File: src/common/pgw_pkg.sv
// register map, field positions, reset values and timing for the
// pushbutton / general / watchdog / configuration register bank
// assumes one 200 MHz clock and a byte-wide register port in front
package pgw_pkg;

  // ----------------------------------------------------------------
  // register offsets
  // ----------------------------------------------------------------
  localparam logic [7:0] PGW_ADDR_GLOBAL  = 8'h1A;
  localparam logic [7:0] PGW_ADDR_IDENT   = 8'h1B;
  localparam logic [7:0] PGW_ADDR_TAKEOVR = 8'h1C;
  localparam logic [7:0] PGW_ADDR_WDCNT   = 8'h1E;
  localparam logic [7:0] PGW_ADDR_SWMODE  = 8'h1F;
  localparam logic [7:0] PGW_ADDR_PROGRAM = 8'h23;
  localparam logic [7:0] PGW_ADDR_DUTY    = 8'h24;
  localparam logic [7:0] PGW_ADDR_MISC2   = 8'h29;
  localparam logic [7:0] PGW_ADDR_CURLIM  = 8'h2A;

  // ----------------------------------------------------------------
  // field positions
  // ----------------------------------------------------------------
  localparam int PGW_BIT_CLEAR_ALL_INTERRUPTS   = 7;
  localparam int PGW_BIT_SOFT_RST  = 4;
  localparam int PGW_BIT_PORT_RST  = 0;
  localparam int PGW_BIT_TAKEOVER  = 0;
  localparam int PGW_BIT_WD_EN     = 7;
  localparam int PGW_BIT_WD_IRQ_EN = 6;
  localparam int PGW_BIT_FALLBACK  = 0;
  localparam int PGW_BIT_LARGE_CAP = 5;
  localparam int PGW_BIT_DET_BYP   = 4;
  localparam int PGW_IDENT_LSB     = 3;
  localparam int PGW_DUTY_LSB      = 4;
  localparam int PGW_BIT_LOAD_STABILITY_CHECK_ENABLE    = 4;

  // ----------------------------------------------------------------
  // writable masks (internally connected bits are kept as storage)
  // ----------------------------------------------------------------
  localparam logic [7:0] PGW_MASK_SWMODE  = 8'hC1;
  localparam logic [7:0] PGW_MASK_PROGRAM = 8'hF7;
  localparam logic [7:0] PGW_MASK_DUTY    = 8'h3F;
  localparam logic [7:0] PGW_MASK_MISC2   = 8'h1C;
  localparam logic [7:0] PGW_MASK_CURLIM  = 8'h07;

  // ----------------------------------------------------------------
  // reset values
  // ----------------------------------------------------------------
  localparam logic [7:0] PGW_RST_ZERO     = 8'h00;
  localparam logic [7:0] PGW_RST_PROGRAM  = 8'h04;
  localparam logic [1:0] PGW_MODE_SHUTDN  = 2'h0;
  localparam logic [1:0] PGW_MODE_AUTO    = 2'h3;

  // ----------------------------------------------------------------
  // timing
  // ----------------------------------------------------------------
  localparam int unsigned PGW_CLK_KHZ     = 200000;
  localparam int unsigned PGW_WD_TICK_MS  = 164;
  localparam int unsigned PGW_WD_TICK_CYC = PGW_WD_TICK_MS * PGW_CLK_KHZ;

endpackage

File: src/common/pgw_wd_if.sv
// link between the register bank and its watchdog tick generator
// assumes both ends run on the same clock
`timescale 1ns/1ps
interface pgw_wd_if;
  logic run;
  logic restart;
  logic tick;
  modport gen  (input run, input restart, output tick);
  modport user (output run, output restart, input tick);
endinterface

File: src/logic/pgw_tick_gen.sv
// watchdog period generator: one-cycle tick every PERIOD cycles while run
// assumes restart and run come from the register bank's clock domain
`timescale 1ns/1ps
module pgw_tick_gen
  import pgw_pkg::*;
#(
  parameter int unsigned PERIOD = PGW_WD_TICK_CYC,
  parameter int          CW     = 32
) (
  input  wire logic clk,
  input  wire logic resetn,
  pgw_wd_if.gen     wd
);

  logic [CW-1:0] cnt_ff;
  logic          tick_ff;
  logic          wrap;

  assign wrap    = (cnt_ff == CW'(PERIOD - 1));
  assign wd.tick = tick_ff;

  // restart keeps a fresh count from losing part of its first period
  always_ff @(posedge clk or negedge resetn) begin
    if (!resetn) begin
      cnt_ff <= '0;
    end else if (!wd.run || wd.restart || wrap) begin
      cnt_ff <= '0;
    end else begin
      cnt_ff <= cnt_ff + CW'(1);
    end
  end

  always_ff @(posedge clk or negedge resetn) begin
    if (!resetn) begin
      tick_ff <= 1'b0;
    end else begin
      tick_ff <= wd.run && !wd.restart && wrap;
    end
  end
endmodule

File: src/logic/pgw_regs.sv
// pushbutton, identification, watchdog and configuration register bank
// assumes a serial bus decoder in front that gives one-cycle reg_wr / reg_rd
// strobes with a byte address, and port logic behind that consumes the pulses
`timescale 1ns/1ps
module pgw_regs
  import pgw_pkg::*;
#(
  parameter int unsigned WD_TICK_CYC   = PGW_WD_TICK_CYC,
  parameter logic [4:0]  IDENTITY_CODE = 5'h15, // arbitrary value
  parameter logic [2:0]  REVISION_CODE = 3'h1   // arbitrary value
) (
  input  wire  logic       clk,
  input  wire  logic       resetn,
  input  wire  logic [7:0] reg_addr,
  input  wire  logic       reg_wr,
  input  wire  logic [7:0] reg_wdata,
  input  wire  logic       reg_rd,
  output logic       [7:0] reg_rdata,
  input  wire  logic       legacy_pin,
  input  wire  logic       pwr_on_req,
  input  wire  logic       mode_wr_req,
  input  wire  logic       class_limit_valid,
  input  wire  logic [2:0] class_limit_code,
  output logic             clear_all_interrupts,
  output logic             device_soft_reset,
  output logic             port_reset,
  output logic             pwr_on_grant,
  output logic             mode_wr_grant,
  output logic             hw_mode,
  output logic             mode_force,
  output logic       [1:0] mode_force_value,
  output logic             takeover_irq,
  output logic             large_cap_detect_enable,
  output logic             detection_bypass,
  output logic       [2:0] ac_disconnect_threshold,
  output logic       [1:0] duty_cycle_code,
  output logic             load_stability_check_enable,
  output logic       [2:0] current_limit_code
);

  // ----------------------------------------------------------------
  // decode
  // ----------------------------------------------------------------
  logic [7:0] swmode_ff, program_ff, duty_ff, misc2_ff, curlim_ff, wdcnt_ff;
  logic       hw_flag_ff, hw_mode_ff, strap_ld_ff;
  logic       clear_all_interrupts_ff, soft_rst_ff, port_rst_ff, force_ff;
  logic [1:0] force_val_ff;
  logic [7:0] rdata_ff, nxt_rdata;
  logic       wr_global, soft_req, wd_en, expire, deny, flag_rd;
  pgw_wd_if   wd ();

  function automatic logic hit(input logic [7:0] a);
    return reg_wr && (reg_addr == a);
  endfunction

  assign wr_global = hit(PGW_ADDR_GLOBAL);
  assign soft_req  = wr_global && reg_wdata[PGW_BIT_SOFT_RST];
  assign wd_en     = swmode_ff[PGW_BIT_WD_EN];
  // a port already under hardware control does not expire again: one takeover, one flag
  assign expire    = wd_en && !hw_mode_ff && wd.tick && (wdcnt_ff <= 8'h01);
  assign deny      = pwr_on_req && hw_mode_ff;
  assign flag_rd   = reg_rd && (reg_addr == PGW_ADDR_TAKEOVR);

  // ----------------------------------------------------------------
  // pushbuttons: one-cycle pulses, register never stores a one
  // ----------------------------------------------------------------
  always_ff @(posedge clk or negedge resetn) begin
    if (!resetn) begin
      clear_all_interrupts_ff  <= 1'b0;
      soft_rst_ff <= 1'b0;
      port_rst_ff <= 1'b0;
    end else begin
      clear_all_interrupts_ff  <= wr_global && reg_wdata[PGW_BIT_CLEAR_ALL_INTERRUPTS];
      soft_rst_ff <= soft_req;
      port_rst_ff <= wr_global && reg_wdata[PGW_BIT_PORT_RST];
    end
  end

  assign clear_all_interrupts = clear_all_interrupts_ff;
  assign device_soft_reset    = soft_rst_ff;
  assign port_reset           = port_rst_ff;

  // ----------------------------------------------------------------
  // watchdog count and tick generator
  // ----------------------------------------------------------------
  assign wd.run     = wd_en;
  assign wd.restart = hit(PGW_ADDR_WDCNT) && (reg_wdata != 8'h00);

  pgw_tick_gen #(
    .PERIOD (WD_TICK_CYC),
    .CW     (32)
  ) u_tick (
    .clk    (clk),
    .resetn (resetn),
    .wd     (wd)
  );

  always_ff @(posedge clk or negedge resetn) begin
    if (!resetn) begin
      wdcnt_ff <= PGW_RST_ZERO;
    end else if (soft_req) begin
      wdcnt_ff <= PGW_RST_ZERO;
    end else if (hit(PGW_ADDR_WDCNT)) begin
      wdcnt_ff <= reg_wdata;
    end else if (wd_en && wd.tick && wdcnt_ff != 8'h00) begin
      wdcnt_ff <= wdcnt_ff - 8'h01;
    end
  end

  // ----------------------------------------------------------------
  // hardware-controlled mode and takeover flag
  // ----------------------------------------------------------------
  // leaving hardware control needs the watchdog switched off
  always_ff @(posedge clk or negedge resetn) begin
    if (!resetn) begin
      hw_mode_ff <= 1'b0;
    end else if (soft_req) begin
      hw_mode_ff <= 1'b0;
    end else if (expire) begin
      hw_mode_ff <= 1'b1;
    end else if (!wd_en) begin
      hw_mode_ff <= 1'b0;
    end
  end

  // set beats the clear-on-read of the same cycle
  always_ff @(posedge clk or negedge resetn) begin
    if (!resetn) begin
      hw_flag_ff <= 1'b0;
    end else if (soft_req) begin
      hw_flag_ff <= 1'b0;
    end else if (expire || deny) begin
      hw_flag_ff <= 1'b1;
    end else if (flag_rd) begin
      hw_flag_ff <= 1'b0;
    end
  end

  always_ff @(posedge clk or negedge resetn) begin
    if (!resetn) begin
      force_ff     <= 1'b0;
      force_val_ff <= PGW_MODE_SHUTDN;
    end else begin
      force_ff     <= expire;
      force_val_ff <= swmode_ff[PGW_BIT_FALLBACK] ? PGW_MODE_AUTO : PGW_MODE_SHUTDN;
    end
  end

  assign hw_mode          = hw_mode_ff;
  assign mode_force       = force_ff;
  assign mode_force_value = force_val_ff;
  assign pwr_on_grant     = pwr_on_req && !hw_mode_ff;
  assign mode_wr_grant    = mode_wr_req && !hw_mode_ff;
  assign takeover_irq     = hw_flag_ff && swmode_ff[PGW_BIT_WD_IRQ_EN];

  // ----------------------------------------------------------------
  // configuration registers
  // ----------------------------------------------------------------
  always_ff @(posedge clk or negedge resetn) begin
    if (!resetn) begin
      swmode_ff <= PGW_RST_ZERO;
      duty_ff   <= PGW_RST_ZERO;
      misc2_ff  <= PGW_RST_ZERO;
    end else if (soft_req) begin
      swmode_ff <= PGW_RST_ZERO;
      duty_ff   <= PGW_RST_ZERO;
      misc2_ff  <= PGW_RST_ZERO;
    end else begin
      if (hit(PGW_ADDR_SWMODE)) swmode_ff <= reg_wdata & PGW_MASK_SWMODE;
      if (hit(PGW_ADDR_DUTY))   duty_ff   <= reg_wdata & PGW_MASK_DUTY;
      if (hit(PGW_ADDR_MISC2))  misc2_ff  <= reg_wdata & PGW_MASK_MISC2;
    end
  end

  // legacy strap is caught by the clock after reset release, never by the reset
  always_ff @(posedge clk or negedge resetn) begin
    if (!resetn) begin
      strap_ld_ff <= 1'b1;
    end else begin
      strap_ld_ff <= soft_req;
    end
  end

  always_ff @(posedge clk or negedge resetn) begin
    if (!resetn) begin
      program_ff <= PGW_RST_PROGRAM;
    end else if (soft_req) begin
      program_ff <= PGW_RST_PROGRAM;
    end else if (strap_ld_ff) begin
      program_ff[PGW_BIT_LARGE_CAP] <= legacy_pin;
    end else if (hit(PGW_ADDR_PROGRAM)) begin
      program_ff <= reg_wdata & PGW_MASK_PROGRAM;
    end
  end

  // classification result wins over a host write in the same cycle
  always_ff @(posedge clk or negedge resetn) begin
    if (!resetn) begin
      curlim_ff <= PGW_RST_ZERO;
    end else if (soft_req) begin
      curlim_ff <= PGW_RST_ZERO;
    end else if (class_limit_valid) begin
      curlim_ff <= {5'h00, class_limit_code};
    end else if (hit(PGW_ADDR_CURLIM)) begin
      curlim_ff <= reg_wdata & PGW_MASK_CURLIM;
    end
  end

  assign large_cap_detect_enable     = program_ff[PGW_BIT_LARGE_CAP];
  assign detection_bypass            = program_ff[PGW_BIT_DET_BYP];
  assign ac_disconnect_threshold     = program_ff[2:0];
  assign duty_cycle_code             = duty_ff[PGW_DUTY_LSB +: 2];
  assign load_stability_check_enable = misc2_ff[PGW_BIT_LOAD_STABILITY_CHECK_ENABLE];
  assign current_limit_code          = curlim_ff[2:0];

  // ----------------------------------------------------------------
  // read path
  // ----------------------------------------------------------------
  always_comb begin
    nxt_rdata = 8'h00;
    case (reg_addr)
      PGW_ADDR_IDENT:   nxt_rdata = {IDENTITY_CODE, REVISION_CODE};
      PGW_ADDR_TAKEOVR: nxt_rdata = {7'h00, hw_flag_ff};
      PGW_ADDR_WDCNT:   nxt_rdata = wdcnt_ff;
      PGW_ADDR_SWMODE:  nxt_rdata = swmode_ff;
      PGW_ADDR_PROGRAM: nxt_rdata = program_ff;
      PGW_ADDR_DUTY:    nxt_rdata = duty_ff;
      PGW_ADDR_MISC2:   nxt_rdata = misc2_ff;
      PGW_ADDR_CURLIM:  nxt_rdata = curlim_ff;
      default:          nxt_rdata = 8'h00;
    endcase
  end

  always_ff @(posedge clk or negedge resetn) begin
    if (!resetn) begin
      rdata_ff <= 8'h00;
    end else if (reg_rd) begin
      rdata_ff <= nxt_rdata;
    end
  end

  assign reg_rdata = rdata_ff;
endmodule

File: config.mk
export PLATFORM = sky130hd
export DESIGN_NAME = pgw_regs
export DESIGN_NICKNAME = d
export VERILOG_FILES = /design/src/common/pgw_pkg.sv /design/src/common/pgw_wd_if.sv /design/src/logic/pgw_tick_gen.sv /design/src/logic/pgw_regs.sv
export SDC_FILE = /design/constraint.sdc
export NUM_CORES = 1
export LEC_CHECK = 0
export ABC_AREA = 1
export BUFFER_PORTS_ARGS = -buffer_cell sky130_fd_sc_hd__buf_2
export CELL_PAD_IN_SITES_DETAIL_PLACEMENT = 0
export CELL_PAD_IN_SITES_GLOBAL_PLACEMENT = 1
export CORE_MARGIN = 2
export CORE_UTILIZATION = 46
export CTS_CLUSTER_SIZE = 14
export DETAILED_ROUTE_END_ITERATION = 10
export GPL_TIMING_DRIVEN = 0
export PLACE_DENSITY = 0.89
export RECOVER_POWER = 100
export SLEW_MARGIN = 20
export SYNTH_ARGS = -nofsm -noshare
export SYNTH_HDL_FRONTEND = slang
export SYNTH_SLANG_ARGS = --single-unit
File: constraint.sdc
create_clock -name clk -period 2.5 [get_ports clk]
set_clock_uncertainty 0.1 [all_clocks]
set_input_delay 0.5 -clock clk [delete_from_list [all_inputs] [get_ports clk]]
set_output_delay 0.5 -clock clk [all_outputs]
set_load 0.02 [all_outputs]
==> results of run 1 <==
==> worst max path at each step <==
stage / startpoint / endpoint / slack (ns) / depth (start not counted)
finish: reg_addr[6] / wdcnt_ff[5] / 0.38 / 10
global route: reg_addr[6] / swmode_ff[0] / 0.27 / 8
CTS: u_tick.cnt_ff[0] / u_tick.cnt_ff[27] / 0.61 / 9
detailed placement: reg_addr[6] / u_tick.cnt_ff[27] / 0.53 / 10
global placement: resetn / wdcnt_ff[1] / 0.23 / 1
floorplan: reg_addr[6] / curlim_ff[1] / 0.90 / 9
==> logic make-up (layout without fill, tap and decap cells) <==
| family | count (synthesis) | in the layout |
|---|---|---|
| AO/OA/AOI/OAI | 30 | 30 |
| XOR/XNOR | 16 | 16 |
| adder cells (fa/ha/maj) | 4 | 4 |
| buffers and inverters | 86 | 157 |
| flip-flops | 79 | 79 |
| multiplexers | 1 | 1 |
| AND/OR/NAND/NOR | 470 | 470 |
==> cell usage in the layout, fill, tap and decap left out, types with 9 or more instances in the layout <==
cell / synthesis / layout
buf_2: 2 / 25
clkbuf_1: 1 / 35
clkbuf_8: 0 / 11
dfrtp_1: 77 / 77
inv_1: 66 / 67
nand2_1: 232 / 232
nand3_1: 80 / 81
nand4_1: 8 / 9
nor2_1: 123 / 126
o21ai_0: 19 / 21
xnor2_1: 10 / 10
==> per-stage QoR <==
step                hold slack [ns]  worst slack, ns  cell area, µm²
global placement              0.342            0.229            5300
detailed placement            0.343            0.526            5320
finish                        0.308            0.380            5420
CTS                          0.0611            0.615            5520
floorplan                     0.104            0.899            4860
global route                  0.313            0.269            5420
==> sequential cells by signal (all words and copies together) (netlist names) <==
name                  count
mode_force                1
hw_flag_ff                1
misc2_ff                  3
u_tick.cnt_ff            32
strap_ld_ff               1
hw_mode                   1
port_reset                1
curlim_ff                 3
swmode_ff                 3
mode_force_value          1
device_soft_reset         1
duty_ff                   6
clear_all_interrupts      1
u_tick.wd.tick            1
wdcnt_ff                  8
program_ff                7
reg_rdata                 8
==> final cells by class <==
class	count	area [µm²]
fillers	1070	4860
multi-input cells	521	2420
flip-flops and latches	79	1980
inverters	69	262
repair buffers	55	254
well taps	136	170
clock buffers	13	159
plain buffers	17	133
clock inverters	3	43.8
==> routing by layer <==
metal,GRT usage,vias to the layer above,wire length [µm]
li1,-,2270,-
met1,0.284,2093,5380
met2,0.396,98,6170
met3,0.0571,34,437
met4,0.116,0,480
met5,0,-,0
==> worst max-delay path, stage by stage <==
cell	delay, ns
buf_2	0.11
inv_1	0.05
nand2_1	0.10
nor2_1	0.42
clkbuf_1	0.44
nand3_4	0.19
nor2_4	0.23
a21oi_1	0.10
nand2_1	0.09
nand2_1	0.05
==> power groups by stage <==
| stage | logic (mW) | clock network, mW | registers [mW] |
|---|---|---|---|
| floorplan | 0.180 | 0 | 1.38 |
| global placement | 0.301 | 0 | 1.37 |
| detailed placement | 0.310 | 0 | 1.37 |
| CTS | 0.312 | 1.03 | 1.35 |
| global route | 0.335 | 1.08 | 1.35 |
| finish | 0.295 | 0.991 | 1.35 |
==> run_results.csv, run 1 <==
group,metric,value,unit
route,drt_iter0_drc,182,
logic_synthesis,synth-seq-cells,79,
cells_and_area,syn2layout_area_growth,11.5,%
logic_synthesis,ys_top_cells_by_count,"232 x nand2_1, 123 x nor2_1, 80 x nand3_1, 77 x dfrtp_1, 66 x inv_1",
floorplan,die_width,107,µm
setup_path,startpoint_of_the_lowest_slack_register_to_register_path,"u_tick.cnt_ff[0]",
logic_synthesis,synth_compound_gate_area_share,0.0394,
cts,cts_hold_repair.buffers,0,
cts,clock_insertion_delay_worst_skew,0.37,ns
power,power.share.switching,0.269,
logic_synthesis,synth_warn,0,
route,route.detailed.wl_per_inst,14.0,µm
grt,grt_use_total,0.236,
logic_synthesis,synth_top_family_by_area,"simple AND/OR/NAND/NOR gates",
setup_path,timing_worst_setup_path_type,"in -> reg",
floorplan,die_area,0.0114,mm²
cts,maximum_buffer_depth_of_the_clock_tree,2,
cells_and_area,final-instance-count-excl-fill,893,
route,antenna_violating_nets_post_route,0,
route,drcViolationCount,0,
setup_path,worst-path-max-fanout,10,
route,dr.pass1.iters,5,
timing,maxSlewViolCount,0,
setup_path,crit_path_end_kind,"register",
setup_path,regToRegEndpoint,"u_tick.cnt_ff[7]",
placed_design,numPortBuffers,54,
timing,min_period_over_period,0.848,
route,routed_via_count_divided_by_cell_count,5.03,
grt,grt_start_max_net_pins,50,
status,run_status,"finished clean",
hold_path,timing.hold.worst.class,"in -> async",
setup_path,cp.required,2.66,ns
logic_synthesis,avgSynthCellArea,7.08,µm²
logic_synthesis,netlist_area,0.00486,mm²
floorplan,start_util,0.473,
logic_synthesis,synth_fp_nets,717,
cells_and_area,design.final.nets,783,
placed_design,hpwl_detailed,9.73,mm
cts,clockRootBuffer,"clkbuf_8",
timing,setup_tns,0,ns
power,switchingPower,0.708,mW
timing,grt_setup_unrepaired,"no",
grt,via_count_of_the_first_global_routing_pass,4344,
power,power-per-cell-area,487,mW/mm²
floorplan,io_pins,56,
logic_synthesis,synth_async_sr_flop_share,1.00,
grt,grt_pass1_wl,20.8,mm
setup_path,worstPathArrival,2.28,ns
cts,tritoncts,"built",
timing,fmax,472,MHz
cells_and_area,layout-drive-gt1-share,0.106,
logic_synthesis,yosys.area.top_type,"dfrtp_1",
grt,initial_antenna_violation_count,0,
power,p_comb_frac,0.112,
power,intPower,1.93,mW
route,wirelength,12.5,mm
setup_path,reg2regPathDepth,9,
floorplan,core.rowCount,37,
logic_synthesis,multiplexer_share_of_the_synthesized_area,0.00206,
logic_synthesis,post_synth_fa_ha_maj_area_fraction,0.0103,
power,total_power,2.64,mW
cts,cts_repair_resize_count,0,
job,maxCapViolations,0,
cells_and_area,final_core_util,0.527,
logic_synthesis,synth_top_cell_area_share,0.397,
logic_synthesis,synth-edff-count,0,
timing,hold_viol_final,0,
cts,post_cts.repair.setup_buffers,0,
logic_synthesis,proportion_of_synthesized_chip_area_in_sequential_cells,0.407,
cts,clk_transition_reported_paths,0.08,ns
logic_synthesis,yosys.area_share.simple,0.428,
floorplan,chipHeight,107,µm
placed_design,numPlacedInstances,877,
logic_synthesis,netlist_top_cells_area,"dfrtp_1 40%, nand2_1 18%, nor2_1 9.5%",
timing,timing.slew.headroom,0.142,
logic_synthesis,synth_xor_area_frac,0.0288,
route,vias,4495,
setup_path,reg2reg_slack,0.52,ns
cts,cts.sink_count,79,
placed_design,gp_congestion,0.878,
power,ir_drop,0.298,mV
logic_synthesis,yosys_most_used_dff,"dfrtp_1",
grt,globalRouteOverflowTotal,0,
cts,cts_made_buffers,9,
power,leakage,2.57,nW
logic_synthesis,synthMostInstantiatedCell,"nand2_1",
floorplan,floorplan.core_area,0.0103,mm²
cts,htree_levels,3,
timing,finalCriticalPeriod,2.12,ns
timing,setup_viol,0,
logic_synthesis,yosys.cell_types.count,34,
power,clock_power_share,0.376,
timing,tightestPinTransition,1.29,ns
power,sequentialPowerShare,0.512,
setup_path,crit_path_start_kind,"input pin",
logic_synthesis,syn_inst,686,
cells_and_area,antenna_cells_inserted,0,
(Power assumes the default switching activity.)
==> run 2, diff against run 1 <==
--- a/config.mk
+++ b/config.mk
@@ -10,11 +10,11 @@
 export CELL_PAD_IN_SITES_DETAIL_PLACEMENT = 0
 export CELL_PAD_IN_SITES_GLOBAL_PLACEMENT = 1
 export CORE_MARGIN = 2
-export CORE_UTILIZATION = 46
+export CORE_UTILIZATION = 38
 export CTS_CLUSTER_SIZE = 14
 export DETAILED_ROUTE_END_ITERATION = 10
 export GPL_TIMING_DRIVEN = 0
-export PLACE_DENSITY = 0.89
+export PLACE_DENSITY = 0.79
 export RECOVER_POWER = 100
 export SLEW_MARGIN = 20
 export SYNTH_ARGS = -nofsm -noshare
==> constraint.sdc (replaced) <==
create_clock -name clk -period 1.75 [get_ports clk]
set_clock_uncertainty 0.1 [all_clocks]
set_input_delay 0.35 -clock clk [delete_from_list [all_inputs] [get_ports clk]]
set_output_delay 0.35 -clock clk [all_outputs]
set_load 0.02 [all_outputs]
==> run_results.csv, run 2 (same netlist as run 1, synthesis figures left out) <==
group,metric,value,unit
status,run_status,"finished clean",
setup_path,cpMaxStageDelayCell,"dfrtp_1",
setup_path,worstPathBufferInverterCount,1,
cts,cts_made_buffers,9,
floorplan,die_width,117,µm
cts,tritoncts,"built",
setup_path,crit_path_start_kind,"register",
power,sequentialPowerShare,0.420,
route,drcViolationCount,0,
grt,grt_use_total,0.199,
grt,via_count_of_the_first_global_routing_pass,4084,
route,wirelength,13.3,mm
power,switchingPower,1.14,mW
setup_path,timing_worst_setup_path_type,"reg -> reg",
power,clock_power_share,0.482,
setup_path,reg2reg_slack,0.1,ns
timing,maxSlewViolCount,0,
cells_and_area,most_frequent_cells_in_the_layout,"230 x nand2_1, 121 x nor2_1, 81 x nand3_1",
timing,final_critical_path_setup_slack,0.0993,ns
setup_path,timing.critical_path.slowest_cell_delay,0.45,ns
power,intPower,3.46,mW
cells_and_area,multi_input_area,0.00250,mm²
cells_and_area,antenna_cells_inserted,0,
cells_and_area,largest_reg_flops,32,
timing,setup_viol,0,
cells_and_area,final_common_cell,"nand2_1",
cells_and_area,layout-drive-gt1-share,0.153,
setup_path,regToRegEndpoint,"wdcnt_ff[2]",
setup_path,cp.required,1.89,ns
route,vias,4492,
setup_path,worst_path_dominant_cell_family,"simple AND/OR/NAND/NOR gates",
placed_design,placement.setup.worst_slack,-0.149,ns
route,route.detailed.wl_per_inst,14.1,µm
power,leakage,2.76,nW
setup_path,critical_path.startpoint,"wdcnt_ff[0]",
placed_design,gp_congestion,0.828,
cells_and_area,final-instance-count-excl-fill,938,
power,power-per-cell-area,796,mW/mm²
setup_path,crit_chain,"inv_1 -> ha_1 -> nand2_1 -> o21bai_4 -> nand3_1 -> nand3_1 -> nand2_1",
timing,finalCriticalPeriod,1.65,ns
grt,globalRouteOverflowTotal,0,
grt,grt_pass1_wl,20.6,mm
cts,clk_transition_reported_paths,0.06,ns
timing,hold_viol_final,0,
floorplan,floorplan.core_area,0.0126,mm²
placed_design,hpwl_detailed,10.0,mm
hold_path,hp-start,"reg_wdata[2]",
power,power.share.switching,0.248,
cells_and_area,num-fill-cells,1304,
placed_design,numPortBuffers,54,
cells_and_area,final_core_util,0.460,
timing,setup_tns,0,ns
timing,fmax,606,MHz
power,total_power,4.60,mW
timing,min_period_over_period,0.943,
hold_path,whs_endpoint,"program_ff[2]",
route,dr.pass1.iters,5,
placed_design,numPlacedInstances,913,
floorplan,io_pins,56,
floorplan,start_util,0.387,
setup_path,reg2regPathDepth,7,
route,antenna_violating_nets_post_route,0,
floorplan,core.rowCount,41,
timing,grt_setup_unrepaired,"yes",
grt,initial_antenna_violation_count,0,
hold_path,min_delay_path_depth,3,
timing,timing.slew.headroom,0.526,
route,routed_via_count_divided_by_cell_count,4.79,
cts,htree_levels,3,
cts,clockRootBuffer,"clkbuf_16",
cells_and_area,syn2layout_area_growth,19.0,%
setup_path,worst-path-max-fanout,5,
route,drt_iter0_drc,255,
cells_and_area,largest_register,"u_tick.cnt_ff",
floorplan,chipHeight,117,µm
cts,clock_insertion_delay_worst_skew,0.35,ns
timing,tightestPinTransition,0.710,ns
power,p_comb_frac,0.099,
power,ir_drop,0.418,mV
cts,cts.sink_count,79,
hold_path,timing.hold.worst.class,"in -> reg",
floorplan,die_area,0.0137,mm²
setup_path,crit_path_end_kind,"register",
grt,grt_start_max_net_pins,49,
setup_path,worstPathArrival,1.79,ns
setup_path,startpoint_of_the_lowest_slack_register_to_register_path,"wdcnt_ff[0]",
cells_and_area,register_area,0.00198,mm²
cts,maximum_buffer_depth_of_the_clock_tree,2,
job,maxCapViolations,0,
cells_and_area,design.final.nets,792,
## run 2: changes by cell type in the layout (fill, tap and decap cells not counted), sizes merged
cell         previous run  this run
buf                    38        59
bufinv                  1         3
clkbuf                 47        31
clkinvlp                0         1
dlygate4sd3             0         1
## run 2: tightest hold or removal path, stage by stage
cell and delay, ns:
buf_2 0.08, o21ai_0 0.07, nand2_1 0.07
## run 2: layer usage
layer / GRT usage / vias up / wire, µm
li1: - / 2289 / -
met1: 0.254 / 2107 / 5950
met2: 0.347 / 84 / 6710
met3: 0.0371 / 12 / 444
met4: 0.0541 / 0 / 151
met5: 0 / - / 0
## run 2: cell type report
class	instances	share of cell area
tap	172	0.0372
clock buffer	10	0.0414
buffer	17	0.0258
inverter	69	0.0452
timing repair buffer	64	0.0572
clock inverter	6	0.0186
sequential	79	0.342
multi-input combinational	521	0.432
## run 2: worst max path at each step
stage | to | slack [ns] | depth (start not counted)
6_report | wdcnt_ff[2] | 0.1 | 7
2_1_floorplan | u_tick.cnt_ff[10] | 0.17 | 9
5_1_grt | hw_flag_ff | -0.05 | 8
4_1_cts | u_tick.cnt_ff[10] | 0.008 | 9
3_5_place_dp | u_tick.cnt_ff[10] | -0.15 | 9
3_3_place_gp | wdcnt_ff[7] | -0.43 | 1
## run 2: through the flow
step	hold slack, ns	cell area, µm²
finish	0.156	5780
floorplan	-0.0456	4860
CTS	0.153	5740
detailed placement	0.323	5370
global placement	0.301	5340
global route	0.203	5780
## run 2: timing repair
item / CTS / global route
pin swaps: 1 / 3
endpoints found under the setup margin: 30 / 37
hold buffers: 1 / 0
gates resized for setup: 2 / 12
hold endpoints to repair: 45 / 0
buffers inserted: 1 / 7
## run 2: power groups by stage
stage                     Sequential [mW]  Combinational (mW)  Clock (mW)
after floorplan                      1.97               0.256           0
after global placement               1.96               0.438           0
after detailed placement             1.96               0.451           0
after CTS                            1.93               0.459        2.25
after global routing                 1.94               0.507        2.31
final                                1.93               0.454        2.22
